$ cat config.mk
export PLATFORM = sky130hd
export DESIGN_NAME = osc_select_reset_key_regs
export DESIGN_NICKNAME = d
export VERILOG_FILES = /design/src/rtl/osc_select_reset_key_pkg.sv /design/src/rtl/key_lock_if.sv /design/src/rtl/key_lock_fsm.sv /design/src/rtl/osc_select_reset_key_regs.sv
export VERILOG_INCLUDE_DIRS = /design/src /design/src/rtl
export SDC_FILE = /design/constraint.sdc
export NUM_CORES = 1
export LEC_CHECK = 0
export ABC_AREA = 1
export BUFFER_PORTS_ARGS = -buffer_cell sky130_fd_sc_hd__buf_2
export CAP_MARGIN = 20
export CORE_UTILIZATION = 43
export DETAILED_ROUTE_END_ITERATION = 10
export PLACE_DENSITY = 0.79
export SYNTH_ARGS = -nofsm -noshare
export SYNTH_HDL_FRONTEND = slang
export SYNTH_SLANG_ARGS = --single-unit
$ cat constraint.sdc
create_clock -name i_clk -period 1.6 [get_ports i_clk]
set_input_delay 0.32 -clock i_clk [delete_from_list [all_inputs] [get_ports i_clk]]
set_output_delay 0.32 -clock i_clk [all_outputs]
set_load 0.02 [all_outputs]
$ cat src/rtl/osc_select_reset_key_map.svh
`ifndef OSC_SELECT_RESET_KEY_MAP_SVH
`define OSC_SELECT_RESET_KEY_MAP_SVH
`define ADDR_RESET_UNLOCK_KEY 16'h0a5c
`define ADDR_LOW_FREQ_OSC_TRIM 16'h0a6c
`define ADDR_HIGH_SPEED_OSC_CONFIG 16'h20bc
`define ADDR_SOFT_RESET_CONTROL 16'h0a60
`define ADDR_CLOCK_DIVIDER_CONFIG 16'h0a64
`define KEY_UNLOCK_VALUE 16'h12ea
`define HSOSC_RESET_VALUE 32'h0000_0034
`define HSOSC_RSVD_VALUE 32'h0000_0030
`define FREQ_SEL_BIT 2
`define SEL_RESET_VALUE 1'b1
`define TRIM_RESET_VALUE 16'h0088
`define TRIM_RSVD_RESET 12'h008
`define SOFT_RESET_WIDTH 16
`define HALVER_BIT 0
`endif

$ cat src/rtl/osc_select_reset_key_pkg.sv
`default_nettype none
package osc_select_reset_key_pkg;
    typedef enum logic [1:0] {
        st_locked,
        st_unlocked
    } key_state_t;
endpackage : osc_select_reset_key_pkg
`default_nettype wire

$ cat src/rtl/key_lock_if.sv
`timescale 1ns/1ps
`default_nettype none
interface key_lock_if;
    logic wr_en;
    logic key_hit;
    logic ctrl_hit;
    logic unlocked;
    modport ctrl (output wr_en, output key_hit, output ctrl_hit,
        input unlocked);
    modport lock (input wr_en, input key_hit, input ctrl_hit,
        output unlocked);
endinterface : key_lock_if
`default_nettype wire

$ cat src/rtl/key_lock_fsm.sv
`timescale 1ns/1ps
`default_nettype none
module key_lock_fsm (
    input wire logic i_clk,
    input wire logic i_rst,
    key_lock_if.lock kl
);
    osc_select_reset_key_pkg::key_state_t state_ff;
    osc_select_reset_key_pkg::key_state_t nxt_state;

    always_comb begin
        nxt_state = state_ff;
        if (kl.wr_en) begin
            if (kl.key_hit) begin
                nxt_state = osc_select_reset_key_pkg::st_unlocked;
            end else begin
                // control write consumes the key; others relock
                nxt_state = osc_select_reset_key_pkg::st_locked;
            end
        end
    end

    always_ff @(posedge i_clk or posedge i_rst) begin
        if (i_rst) begin
            state_ff <= osc_select_reset_key_pkg::st_locked;
        end else begin
            state_ff <= nxt_state;
        end
    end

    assign kl.unlocked = (state_ff == osc_select_reset_key_pkg::st_unlocked);
endmodule : key_lock_fsm
`default_nettype wire

$ cat src/rtl/osc_select_reset_key_regs.sv
// Design decision made here: the APB register port.
`timescale 1ns/1ps
`default_nettype none
`include "osc_select_reset_key_map.svh"
module osc_select_reset_key_regs (
    input wire logic i_clk,
    input wire logic i_rst,
    input wire logic i_psel,
    input wire logic i_penable,
    input wire logic i_pwrite,
    input wire logic [31:0] i_paddr,
    input wire logic [31:0] i_pwdata,
    output logic [31:0] o_prdata,
    output logic o_pready,
    output logic o_pslverr,
    output logic o_osc_freq_select,
    output logic o_osc_is_32mhz,
    output logic o_sys_clock_halver,
    output logic o_sys_clock_fault,
    output logic [3:0] o_trim,
    output logic [15:0] o_soft_reset_control,
    output logic o_soft_reset_strobe
);
    logic sel_ff, nxt_sel;
    logic halver_ff, nxt_halver;
    logic [15:0] trim_ff, nxt_trim;
    logic [15:0] srst_ff, nxt_srst;
    logic strobe_ff, nxt_strobe;
    logic [31:0] rdata_ff, nxt_rdata;
    logic slverr_ff, nxt_slverr;
    logic access, wr, rd, hit;
    logic ack_ff, nxt_ack;
    logic [15:0] addr;
    key_lock_if kl();

    function automatic logic mapped(input logic [15:0] a);
        mapped = (a == `ADDR_RESET_UNLOCK_KEY) ||
            (a == `ADDR_LOW_FREQ_OSC_TRIM) ||
            (a == `ADDR_HIGH_SPEED_OSC_CONFIG) ||
            (a == `ADDR_SOFT_RESET_CONTROL) ||
            (a == `ADDR_CLOCK_DIVIDER_CONFIG);
    endfunction : mapped

    assign addr = i_paddr[15:0];
    assign access = i_psel && i_penable;
    // upper address bits must be clear for any register to answer
    assign hit = (i_paddr[31:16] == 16'h0000) && mapped(addr);
    // writes land only at the edge that completes the access
    assign wr = access && ack_ff && i_pwrite && hit;
    assign rd = access && !i_pwrite;

    assign kl.wr_en = wr;
    assign kl.key_hit = (addr == `ADDR_RESET_UNLOCK_KEY) &&
        (i_pwdata[15:0] == `KEY_UNLOCK_VALUE);
    assign kl.ctrl_hit = (addr == `ADDR_SOFT_RESET_CONTROL);

    key_lock_fsm u_lock (
        .i_clk(i_clk),
        .i_rst(i_rst),
        .kl(kl)
    );

    always_comb begin
        nxt_sel = sel_ff;
        nxt_halver = halver_ff;
        nxt_trim = trim_ff;
        nxt_srst = srst_ff;
        nxt_ack = access && !ack_ff;
        nxt_strobe = 1'b0;
        nxt_rdata = 32'h0000_0000;
        nxt_slverr = 1'b0;
        if (access && !ack_ff && !hit) begin
            nxt_slverr = 1'b1;
        end
        if (wr) begin
            if (addr == `ADDR_HIGH_SPEED_OSC_CONFIG) begin
                nxt_sel = i_pwdata[`FREQ_SEL_BIT];
            end else if (addr == `ADDR_LOW_FREQ_OSC_TRIM) begin
                nxt_trim = i_pwdata[15:0];
            end else if (addr == `ADDR_CLOCK_DIVIDER_CONFIG) begin
                nxt_halver = i_pwdata[`HALVER_BIT];
            end else if (addr == `ADDR_SOFT_RESET_CONTROL) begin
                if (kl.unlocked) begin
                    nxt_srst = i_pwdata[15:0];
                    nxt_strobe = 1'b1;
                end
            end
        end
        if (rd && hit && !ack_ff) begin
            if (addr == `ADDR_HIGH_SPEED_OSC_CONFIG) begin
                nxt_rdata = `HSOSC_RSVD_VALUE;
                nxt_rdata[`FREQ_SEL_BIT] = sel_ff;
            end else if (addr == `ADDR_LOW_FREQ_OSC_TRIM) begin
                nxt_rdata = {16'h0000, trim_ff};
            end else if (addr == `ADDR_CLOCK_DIVIDER_CONFIG) begin
                nxt_rdata[`HALVER_BIT] = halver_ff;
            end else if (addr == `ADDR_SOFT_RESET_CONTROL) begin
                nxt_rdata = {16'h0000, srst_ff};
            end else begin
                nxt_rdata = 32'h0000_0000;
            end
        end
    end

    always_ff @(posedge i_clk or posedge i_rst) begin
        if (i_rst) begin
            sel_ff <= `SEL_RESET_VALUE;
            ack_ff <= 1'b0;
            halver_ff <= 1'b0;
            trim_ff <= `TRIM_RESET_VALUE;
            srst_ff <= 16'h0000;
            strobe_ff <= 1'b0;
            rdata_ff <= 32'h0000_0000;
            slverr_ff <= 1'b0;
        end else begin
            sel_ff <= nxt_sel;
            ack_ff <= nxt_ack;
            halver_ff <= nxt_halver;
            trim_ff <= nxt_trim;
            srst_ff <= nxt_srst;
            strobe_ff <= nxt_strobe;
            rdata_ff <= nxt_rdata;
            slverr_ff <= nxt_slverr;
        end
    end

    // one wait state lets read data and error come from flip-flops
    assign o_pready = ack_ff;
    assign o_prdata = rdata_ff;
    assign o_pslverr = slverr_ff;
    assign o_osc_freq_select = sel_ff;
    assign o_osc_is_32mhz = !sel_ff;
    assign o_sys_clock_halver = halver_ff;
    // flags 32 MHz chosen while the system clock is not halved
    assign o_sys_clock_fault = !sel_ff && !halver_ff;
    assign o_trim = trim_ff[3:0];
    assign o_soft_reset_control = srst_ff;
    assign o_soft_reset_strobe = strobe_ff;
endmodule : osc_select_reset_key_regs
`default_nettype wire

==> results.cfg, run 1 <==
[setup_path]
crit_path_end_kind = register
maximum_fanout_along_the_worst_path = 13
crit_path_start = o_pready
crit_type = reg -> reg
timing.rr.start = o_pready
startpoint_type = register
worst_ep_arrival_time_ps = 1720
worst-endpoint-required_ps = 1790

[final_layout]
flow.area_growth_from_synthesis_pct = 26.9
drive_above_1_share_pct = 36.1
fin_nets = 517
antenna-diode-count = 0
filler_cell_count = 535

[power_and_ir_drop]
vdd_drop_max_v = 0.000456
cellPowerDensity_nw_per_um2 = 692
power_leakage_uw = 0.00207

[placed_design]
gpl.final_weighted_congestion = 0.837
buffer_ports.inserted = 95
detailed_place_hpwl_microns = 5360

[synth]
most_instantiated_library_cell_after_synthesis = sky130_fd_sc_hd__nand2_1
synthesis.instances = 336
synth.yosys.warnings = 0
netlist_area_sq_um = 2820
synth_edf_count = 0
synth.top_cell.area_share_pct = 45.2
synth.ff_latch_count = 54
synth_area_per_cell_sq_um = 8.40
cell_types_with_the_largest_area_share_after_synthesis = sky130_fd_sc_hd__dfrtp_1 (45%), sky130_fd_sc_hd__nand2_1 (12%), sky130_fd_sc_hd__nand4_1 (7.8%)
synth.largest_area_cell = sky130_fd_sc_hd__dfrtp_1
synthArstFlopShare_pct = 100
synthFlopType = sky130_fd_sc_hd__dfrtp_1
synthDistinctLibCells = 30
synthTopCellsByCount = sky130_fd_sc_hd__nand2_1 (88), sky130_fd_sc_hd__dfrtp_1 (51), sky130_fd_sc_hd__nand4_1 (35)
sequential_fraction_of_the_synthesis_area_pct = 48.0

[cts]
tritoncts = yes
cts.path.max_buffers = 2
clk_root_buffer_cell = sky130_fd_sc_hd__clkbuf_8
clock_latency_on_the_worst_skew_pair_ps = 300
holdBufCountCts = 0
cts_buffers = 5
clock-sinks = 54
cts.clk_slew.worst_paths_ps = 90
cts-htree-levels = 2

[sta]
holdWs_ps = 42.5
final_period_minus_worst_setup_slack_ps = 1530
report.final.hold_viol_count = 0
setup_viol_count_final = 0
timing_max_transition_violations_final = 0
timing.final.crit_share_pct = 95.5
clock_skew_ps = 7.43
total_negative_slack_for_setup_checks_ps = 0
setup_repair_after_global_routing_missed_its_margin = false
worst_pin_slew_ps = 510
worst_slew_margin_rel_pct = 65.9
achievable-frequency_mhz = 654

[detailed_routing]
post_drt_via_cell_ratio = 5.04
detail_route.wirelength_microns = 7190
first_pass_iteration_count_of_the_detailed_router = 4
route.detailed.wl_per_inst_microns = 13.7
dr.first_iter.drc_count = 144
post_route_antenna_net_violation_count = 0
residual_drc = 0
vias = 2650

[global_route]
grt_pass1_vias = 2652
number_of_antenna_violations_at_the_first_check_in_global_routing = 0
gr-usage-all-layers_pct = 21.7
grt-ovfl-total = 0
grt_pass1_wl_microns = 12000
grt_start_max_net_pins = 24

[floorplan]
fp-row-count = 29
fp.dieArea_sq_um = 6900
dieWidth_microns = 83.0
ioPinCount = 128
initial_core_util_pct = 44.5
placeableCoreArea_sq_um = 6350
fp.dieH_microns = 83.0

[status]
run_status = complete, no violations

[worst_hold_path]
hold_class = in -> async

[job]
maxCapViolations = 0
## logic make-up after synthesis
kind of cell	count (synthesis)	share of synthesized area [%]
DFF	54	48.0
other	1	0.133
AOI/OAI and AO/OA	35	7.13
buffers and inverters	74	13.7
and+or+nand+nor	172	31.0
## timing repair
item,CTS,global route
resized for setup,0,3
endpoints found under the setup margin,0,17
setup buffers,0,4
## power by group
part | internal (uW) | leakage (uW) | switching [uW]
registers | 1370 | 0.000670 | 1.71
logic | 73.0 | 0.00135 | 141
clock network | 469 | 0.0000524 | 429
total | 1910 | 0.00207 | 571
## through the flow
step           std cells  total power (uW)  instance area [sq um]  worst slack [ps]  utilization (%)
6_report             526              2480                   3580              71.8             56.5
3_5_place_dp         513              1610                   3420              -251             53.8
3_3_place_gp         513              1600                   3420              -164             53.8
5_1_grt              526              2570                   3580             0.652             56.5
4_1_cts              521              2490                   3520              58.2             55.5
2_1_floorplan        351              1520                   2880              31.4                -
## per-layer routing
layer	GRT usage, %	wire length, microns
met1	26.6	2780
met2	36.2	3700
met3	4.47	522
met4	11.1	185
met5	0	0
## layout make-up
class                   instances  area (sq um)  share of cell area, %
clock buffers                   7          76.3                   2.13
well taps                      77          96.3                   2.69
repair buffers                123           702                   19.6
flip-flops and latches         54          1360                   37.8
clock inverters                 1          30.0                  0.838
inverters                      40           154                   4.29
multi-input cells             224          1170                   32.7
## worst max-delay path: stages, from the launching register on
cell and delay, ps:
sky130_fd_sc_hd__dfrtp_1 400, sky130_fd_sc_hd__nand2_1 70, sky130_fd_sc_hd__nor2_1 240, sky130_fd_sc_hd__buf_4 270, sky130_fd_sc_hd__nand3_2 250, sky130_fd_sc_hd__nand2_1 120
sky130_fd_sc_hd__nand2_1 60
## cell usage in the layout (no fill, tap or decap), drive strengths merged, types with 13 or more instances in the layout
master	instances
conb	16
nand2	91
inv	39
nor2	31
o21ai	20
dfrtp	51
nand4	35
a21oi	13
buf	123
## state kept, by name (all words and copies together), names as in the netlist
register and cells:
o_soft_reset_control 16, o_pready 1, o_osc_freq_select 1, u_lock.state_ff 1
o_sys_clock_halver 1, trim_ff 16, o_soft_reset_strobe 1, o_prdata 16
o_pslverr 1
## final timing paths
kind	endpoint	slack, ps	cells after the start
worst min-delay path	trim_ff[6]	40	2
max in group asynchronous	o_prdata[1]	1050	3
worst max register to register	o_soft_reset_control[15]	70	6
min in group i_clk	trim_ff[7]	250	3
worst max-delay path	o_soft_reset_control[15]	70	6
worst min register to register	trim_ff[7]	490	2
Note: power is estimated with default switching activity, not from simulation.
==> run 2, diff against run 1 <==
SYNTH_HIERARCHICAL = 1   (was unset)
==> run 2 against run 1 <==
Compared with the run above:
- the run now ends with DRC left
- maximum frequency increased by 6.7%
- hold slack improved by 210 ps
- clock power fell by 16%
- die area increased by 1.9%
- largest cell class unchanged
==> results.cfg, run 2 <==
[status]
run_status = finished with violations
failed_checks = DRC

[placed_design]
buffer_ports.inserted = 95
gpl.final_weighted_congestion = 0.848
detailed_place_hpwl_microns = 4860
placed_cell_area_sq_um = 3420

[power_and_ir_drop]
share_seq_of_total_power_pct = 58.8
internal_power_uw = 1750
pwr-share-comb_pct = 8.8
post-layout-total-power_uw = 2330
power_leakage_uw = 0.00207
net_switching_power_figure_uw = 580
p_sw_share_pct = 24.9
cellPowerDensity_nw_per_um2 = 656
power.share.clock_pct = 32.4
vdd_drop_max_v = 0.000424

[global_route]
grt_start_max_net_pins = 33
grt_pass1_vias = 2411
grt-ovfl-total = 0
grt_pass1_wl_microns = 10900
gr-usage-all-layers_pct = 19.4
number_of_antenna_violations_at_the_first_check_in_global_routing = 0

[detailed_routing]
detail_route.wirelength_microns = 6430
vias = 2531
first_pass_iteration_count_of_the_detailed_router = 7
residual_drc = 12
post_drt_via_cell_ratio = 4.83
dr.first_iter.drc_count = 191
post_route_antenna_net_violation_count = 0
route.detailed.wl_per_inst_microns = 12.3

[floorplan]
fp.dieArea_sq_um = 7030
fp-row-count = 29
initial_core_util_pct = 44.8
dieWidth_microns = 83.8
ioPinCount = 128
fp.dieH_microns = 83.8
placeableCoreArea_sq_um = 6420

[setup_path]
r2r_slack_ps = 180
maximum_fanout_along_the_worst_path = 3
crit_path_end_kind = primary output
startpoint_type = register
crit_path_start = o_osc_freq_select
crit_type = reg -> out
worst_ep_arrival_time_ps = 1110
worst-endpoint-required_ps = 1280
timing.rr.start = o_pready

[final_layout]
antenna-diode-count = 0
drive_above_1_share_pct = 35.3
postLayoutCellArea_sq_um = 3550
fin_nets = 515
layout_common_cells = sky130_fd_sc_hd__nand2_1 (101), sky130_fd_sc_hd__buf_2 (95), sky130_fd_sc_hd__dfrtp_1 (51)
flow.area_growth_from_synthesis_pct = 23.1
most_common_cell_after_layout_fill_and_taps_aside = sky130_fd_sc_hd__nand2_1

[synth]
synthArstFlopShare_pct = 100
post_synth_xor_area_fraction_pct = 0
netlist_area_sq_um = 2880
post_synth_mux_area_share_pct = 0
cell_types_with_the_largest_area_share_after_synthesis = sky130_fd_sc_hd__dfrtp_1 (44%), sky130_fd_sc_hd__nand2_1 (13%), sky130_fd_sc_hd__buf_4 (5.7%)
most_instantiated_library_cell_after_synthesis = sky130_fd_sc_hd__nand2_1
sequential_fraction_of_the_synthesis_area_pct = 47.0
synthesis.instances = 341
post_synth_and_or_nand_nor_area_fraction_pct = 31.5
synth.largest_area_cell = sky130_fd_sc_hd__dfrtp_1
synth.ff_latch_count = 54
synthTopCellsByCount = sky130_fd_sc_hd__nand2_1 (101), sky130_fd_sc_hd__dfrtp_1 (51), sky130_fd_sc_hd__inv_1 (36)
synthDistinctLibCells = 35
synth_area_per_cell_sq_um = 8.45
synthFlopType = sky130_fd_sc_hd__dfrtp_1
largest_family_of_logic_cells_by_synthesized_area = simple AND/OR/NAND/NOR gates
synth.yosys.warnings = 6
synth.top_cell.area_share_pct = 44.3
synth_compound_area_share_pct = 6.78
synth_edf_count = 0
post_synth_fa_ha_maj_area_fraction_pct = 0

[worst_hold_path]
hold_class = in -> reg
min-delay-start = i_pwdata[3]

[cts]
cts_buffers = 5
tritoncts = yes
cts_resized = 0
clock_latency_on_the_worst_skew_pair_ps = 310
clk_root_buffer_cell = sky130_fd_sc_hd__clkbuf_8
cts.clk_slew.worst_paths_ps = 90
clock-sinks = 54
cts.path.max_buffers = 2
cts-htree-levels = 2

[sta]
clock_skew_ps = 6.37
timing.final.crit_share_pct = 89.5
report.final.hold_viol_count = 0
achievable-frequency_mhz = 698
setup_viol_count_final = 0
timing_max_transition_violations_final = 0
final_period_minus_worst_setup_slack_ps = 1430
setup_repair_after_global_routing_missed_its_margin = false

[job]
maxCapViolations = 0
run 2: changes by cell type after synthesis, moves of 2 or more:
cell | previous run | this run
sky130_fd_sc_hd__nor2_4 | 0 | 2
sky130_fd_sc_hd__clkbuf_1 | 5 | 1
sky130_fd_sc_hd__inv_1 | 34 | 36
sky130_fd_sc_hd__nand2_1 | 88 | 101
sky130_fd_sc_hd__nor2_1 | 25 | 27
sky130_fd_sc_hd__nand4_1 | 35 | 22
sky130_fd_sc_hd__nand3_2 | 0 | 2
sky130_fd_sc_hd__buf_6 | 3 | 5
run 2: power by group through the flow:
stage	logic [uW]	clock network, uW	registers, uW
2_1_floorplan	123	0	1400
3_3_place_gp	199	0	1400
3_5_place_dp	203	0	1400
4_1_cts	205	772	1370
5_1_grt	228	832	1370
6_report	204	755	1370
run 2: logic make-up (layout without fill, tap and decap cells):
group	after synthesis	after routing
AO/OA/AOI/OAI	34	34
buffers and inverters	75	166
flip-flops	54	54
other	1	16
AND/OR/NAND/NOR	177	177
run 2: repair_timing:
item / in CTS / in global routing
endpoints found under the hold margin: 1 / 0
buffers inserted: 0 / 2
setup endpoints to repair: 0 / 6
hold buffers: 1 / 0
run 2: final cells by class:
type	instances	area, sq um
sequential	54	1360
clock buffer	6	72.6
clock inverter	2	13.8
multi-input combinational	227	1160
inverter	43	166
fill	580	2880
timing repair buffer	115	678
tap	77	96.3
run 2: metal layers:
| metal | global-route usage [%] | wire (microns) |
|---|---|---|
| met1 | 24.9 | 2730 |
| met2 | 33.5 | 3200 |
| met3 | 3.26 | 414 |
| met4 | 5.80 | 88 |
| met5 | 0 | 0 |
run 2: critical path, stage by stage (launching register included):
cell	delay [ps]
sky130_fd_sc_hd__dfstp_2	570
sky130_fd_sc_hd__inv_1	70
sky130_fd_sc_hd__buf_2	160
run 2: stage by stage:
step	hold slack (ps)	TNS, ps	util, %	worst slack, ps	instances
4_1_cts	235	0	54.8	120	522
3_5_place_dp	190	-6410	53.3	-207	513
2_1_floorplan	48.7	-5.57	-	-5.57	356
5_1_grt	248	0	55.2	9.83	524
6_report	249	0	55.2	168	524
3_3_place_gp	185	-4230	53.3	-141	513
run 2: worst paths after layout:
kind | cells after the start | endpoint
worst max-delay path | 2 | o_osc_is_32mhz
worst min-delay path | 3 | trim_ff[3]
worst max register to register | 6 | o_soft_reset_strobe
worst min register to register | 2 | trim_ff[7]
max in group asynchronous | 4 | trim_ff[7]
min in group asynchronous | 3 | u_lock/state_ff[0]
==> run 3, diff against run 2 <==
MAX_ROUTING_LAYER = met4   (was unset)
PLACE_DENSITY = unset   (was 0.79)
PLACE_DENSITY_LB_ADDON = 0.2   (was unset)
==> run 3 against run 2 <==
Compared with the run above:
- the flow still finishes with violations (DRC)
- register-to-register slack improved by 20 ps
- clock skew rose by 1.9 ps
- die area unchanged
- clock-buffer cell count did not move
- sequential share of layout area shrank 0.25 points
- core utilization up 0.37 points
- via count shrank 3.8%
- non-clock buffer count is 1 higher
- flip-flop and latch count stayed put
- first-iteration DRC count down 13%
- sequential power hardly changed
- final cell count increased by 0.19%
- critical path type unchanged
- largest power group unchanged
- highest routed layer unchanged
==> results.cfg, run 3 (synthesized netlist as in run 2, its figures left out) <==
[final_layout]
fin_nets = 516
flow.area_growth_from_synthesis_pct = 23.9
drive_above_1_share_pct = 35.7
postLayoutCellArea_sq_um = 3570
layout_common_cells = sky130_fd_sc_hd__nand2_1 (101), sky130_fd_sc_hd__buf_2 (95), sky130_fd_sc_hd__dfrtp_1 (51)
final-seq-area_sq_um = 1360
antenna-diode-count = 0
most_common_cell_after_layout_fill_and_taps_aside = sky130_fd_sc_hd__nand2_1
filler_cell_count = 614
multi_input_area_sq_um = 1160

[setup_path]
maximum_fanout_along_the_worst_path = 3
worst_ep_arrival_time_ps = 1100
worst_path_top_cell_family_by_delay = flip-flops
crit_path_start = o_osc_freq_select
timing.rr.start = o_pready
worst_path_max_delay_cell = sky130_fd_sc_hd__dfstp_2
crit_type = reg -> out
cpPeakStageDelay_ps = 560
worst-endpoint-required_ps = 1280
startpoint_type = register
cp_cell_sequence = inv_1 > buf_2
crit_path_end_kind = primary output
worst-path-buf-inv = 2

[detailed_routing]
first_pass_iteration_count_of_the_detailed_router = 7
dr.first_iter.drc_count = 166
post_route_antenna_net_violation_count = 0
residual_drc = 8
detail_route.wirelength_microns = 6330
vias = 2435
route.detailed.wl_per_inst_microns = 12.0
post_drt_via_cell_ratio = 4.64

[cts]
cts_buffers = 5
clock_latency_on_the_worst_skew_pair_ps = 300
tritoncts = yes
clock-sinks = 54
post_cts.repair.setup_buffers = 0
cts.path.max_buffers = 2
cts-htree-levels = 2
clk_root_buffer_cell = sky130_fd_sc_hd__clkbuf_8
cts.clk_slew.worst_paths_ps = 100

[sta]
report.final.hold_viol_count = 0
timing.final.crit_share_pct = 88.8
total_negative_slack_for_setup_checks_ps = 0
timing_max_transition_violations_final = 0
achievable-frequency_mhz = 704
setup_viol_count_final = 0
setup_repair_after_global_routing_missed_its_margin = false
final_period_minus_worst_setup_slack_ps = 1420
clock_skew_ps = 8.23

[floorplan]
ioPinCount = 128
fp.dieH_microns = 83.8
placeableCoreArea_sq_um = 6420
fp-row-count = 29
dieWidth_microns = 83.8
fp.dieArea_sq_um = 7030
initial_core_util_pct = 44.8

[global_route]
gr-usage-all-layers_pct = 20.0
grt-ovfl-total = 0
number_of_antenna_violations_at_the_first_check_in_global_routing = 0
grt_pass1_wl_microns = 10700
grt_pass1_vias = 2262
grt_start_max_net_pins = 33

[power_and_ir_drop]
vdd_drop_max_v = 0.000338
power_leakage_uw = 0.00208
post-layout-total-power_uw = 2380
cellPowerDensity_nw_per_um2 = 667

[placed_design]
detailed_place_hpwl_microns = 4760
gpl.final_weighted_congestion = 0.828
placed_cell_area_sq_um = 3460
buffer_ports.inserted = 95

[status]
run_status = finished with violations
failed_checks = DRC

[worst_hold_path]
min-delay-start = i_pwdata[7]
hold_class = in -> reg

[job]
maxCapViolations = 0
-- run 3: worst min-delay path, stage by stage --
cell and delay [ps]:
sky130_fd_sc_hd__buf_2 120, sky130_fd_sc_hd__nand2_1 60, sky130_fd_sc_hd__o21ai_1 50
-- run 3: area by class of cell --
type	count	area share [%]
Multi-Input combinational cell	227	32.6
Clock inverter	2	0.456
Sequential cell	54	38.0
Inverter	43	4.66
Tap cell	77	2.70
Timing Repair Buffer	116	19.3
Clock buffer	6	2.31
-- run 3: report_power, final --
| part | total [uW] | internal (uW) | switching [uW] | leakage (uW) |
|---|---|---|---|---|
| Combinational | 210 | 75.4 | 135 | 0.00136 |
| Clock | 801 | 357 | 444 | 0.0000478 |
| Sequential | 1370 | 1370 | 1.94 | 0.000670 |
| Total | 2380 | 1800 | 581 | 0.00208 |
-- run 3: stage by stage --
stage / instances / hold slack, ps / setup WS (ps) / util, %
final: 525 / 246 / 180 / 55.6
after global routing: 525 / 245 / 15.1 / 55.6
after CTS: 525 / 234 / 140 / 55.5
after detailed placement: 516 / 189 / -146 / 53.8
after global placement: 516 / 185 / -125 / 53.8
after floorplan: 356 / 48.7 / -5.57 / -
-- run 3: layer usage --
layer / vias up / track usage, % / share of wire, %
met3: 2 / 3.17 / 5.3
li1: 1252 / - / -
met1: 1098 / 26.6 / 45
met2: 83 / 31.5 / 49
met4: 0 / 6.58 / 0.73
met5: - / - / 0
-- run 3: path summary, 6_finish.rpt --
kind	endpoint	cells after the start	slack, ps
worst max-delay path	o_osc_is_32mhz	2	180
worst min-delay path	trim_ff[7]	3	250
worst max register to register	o_soft_reset_control[9]	6	200
worst min register to register	u_lock/state_ff[0]	2	480
max in group asynchronous	trim_ff[7]	4	490
min in group asynchronous	u_lock/state_ff[0]	3	420
-- run 3: repair_timing --
| item | CTS | global route |
|---|---|---|
| hold endpoints to repair | 1 | 0 |
| setup endpoints to repair | 0 | 4 |
| hold buffers | 1 | 0 |
| resized for setup | 0 | 1 |
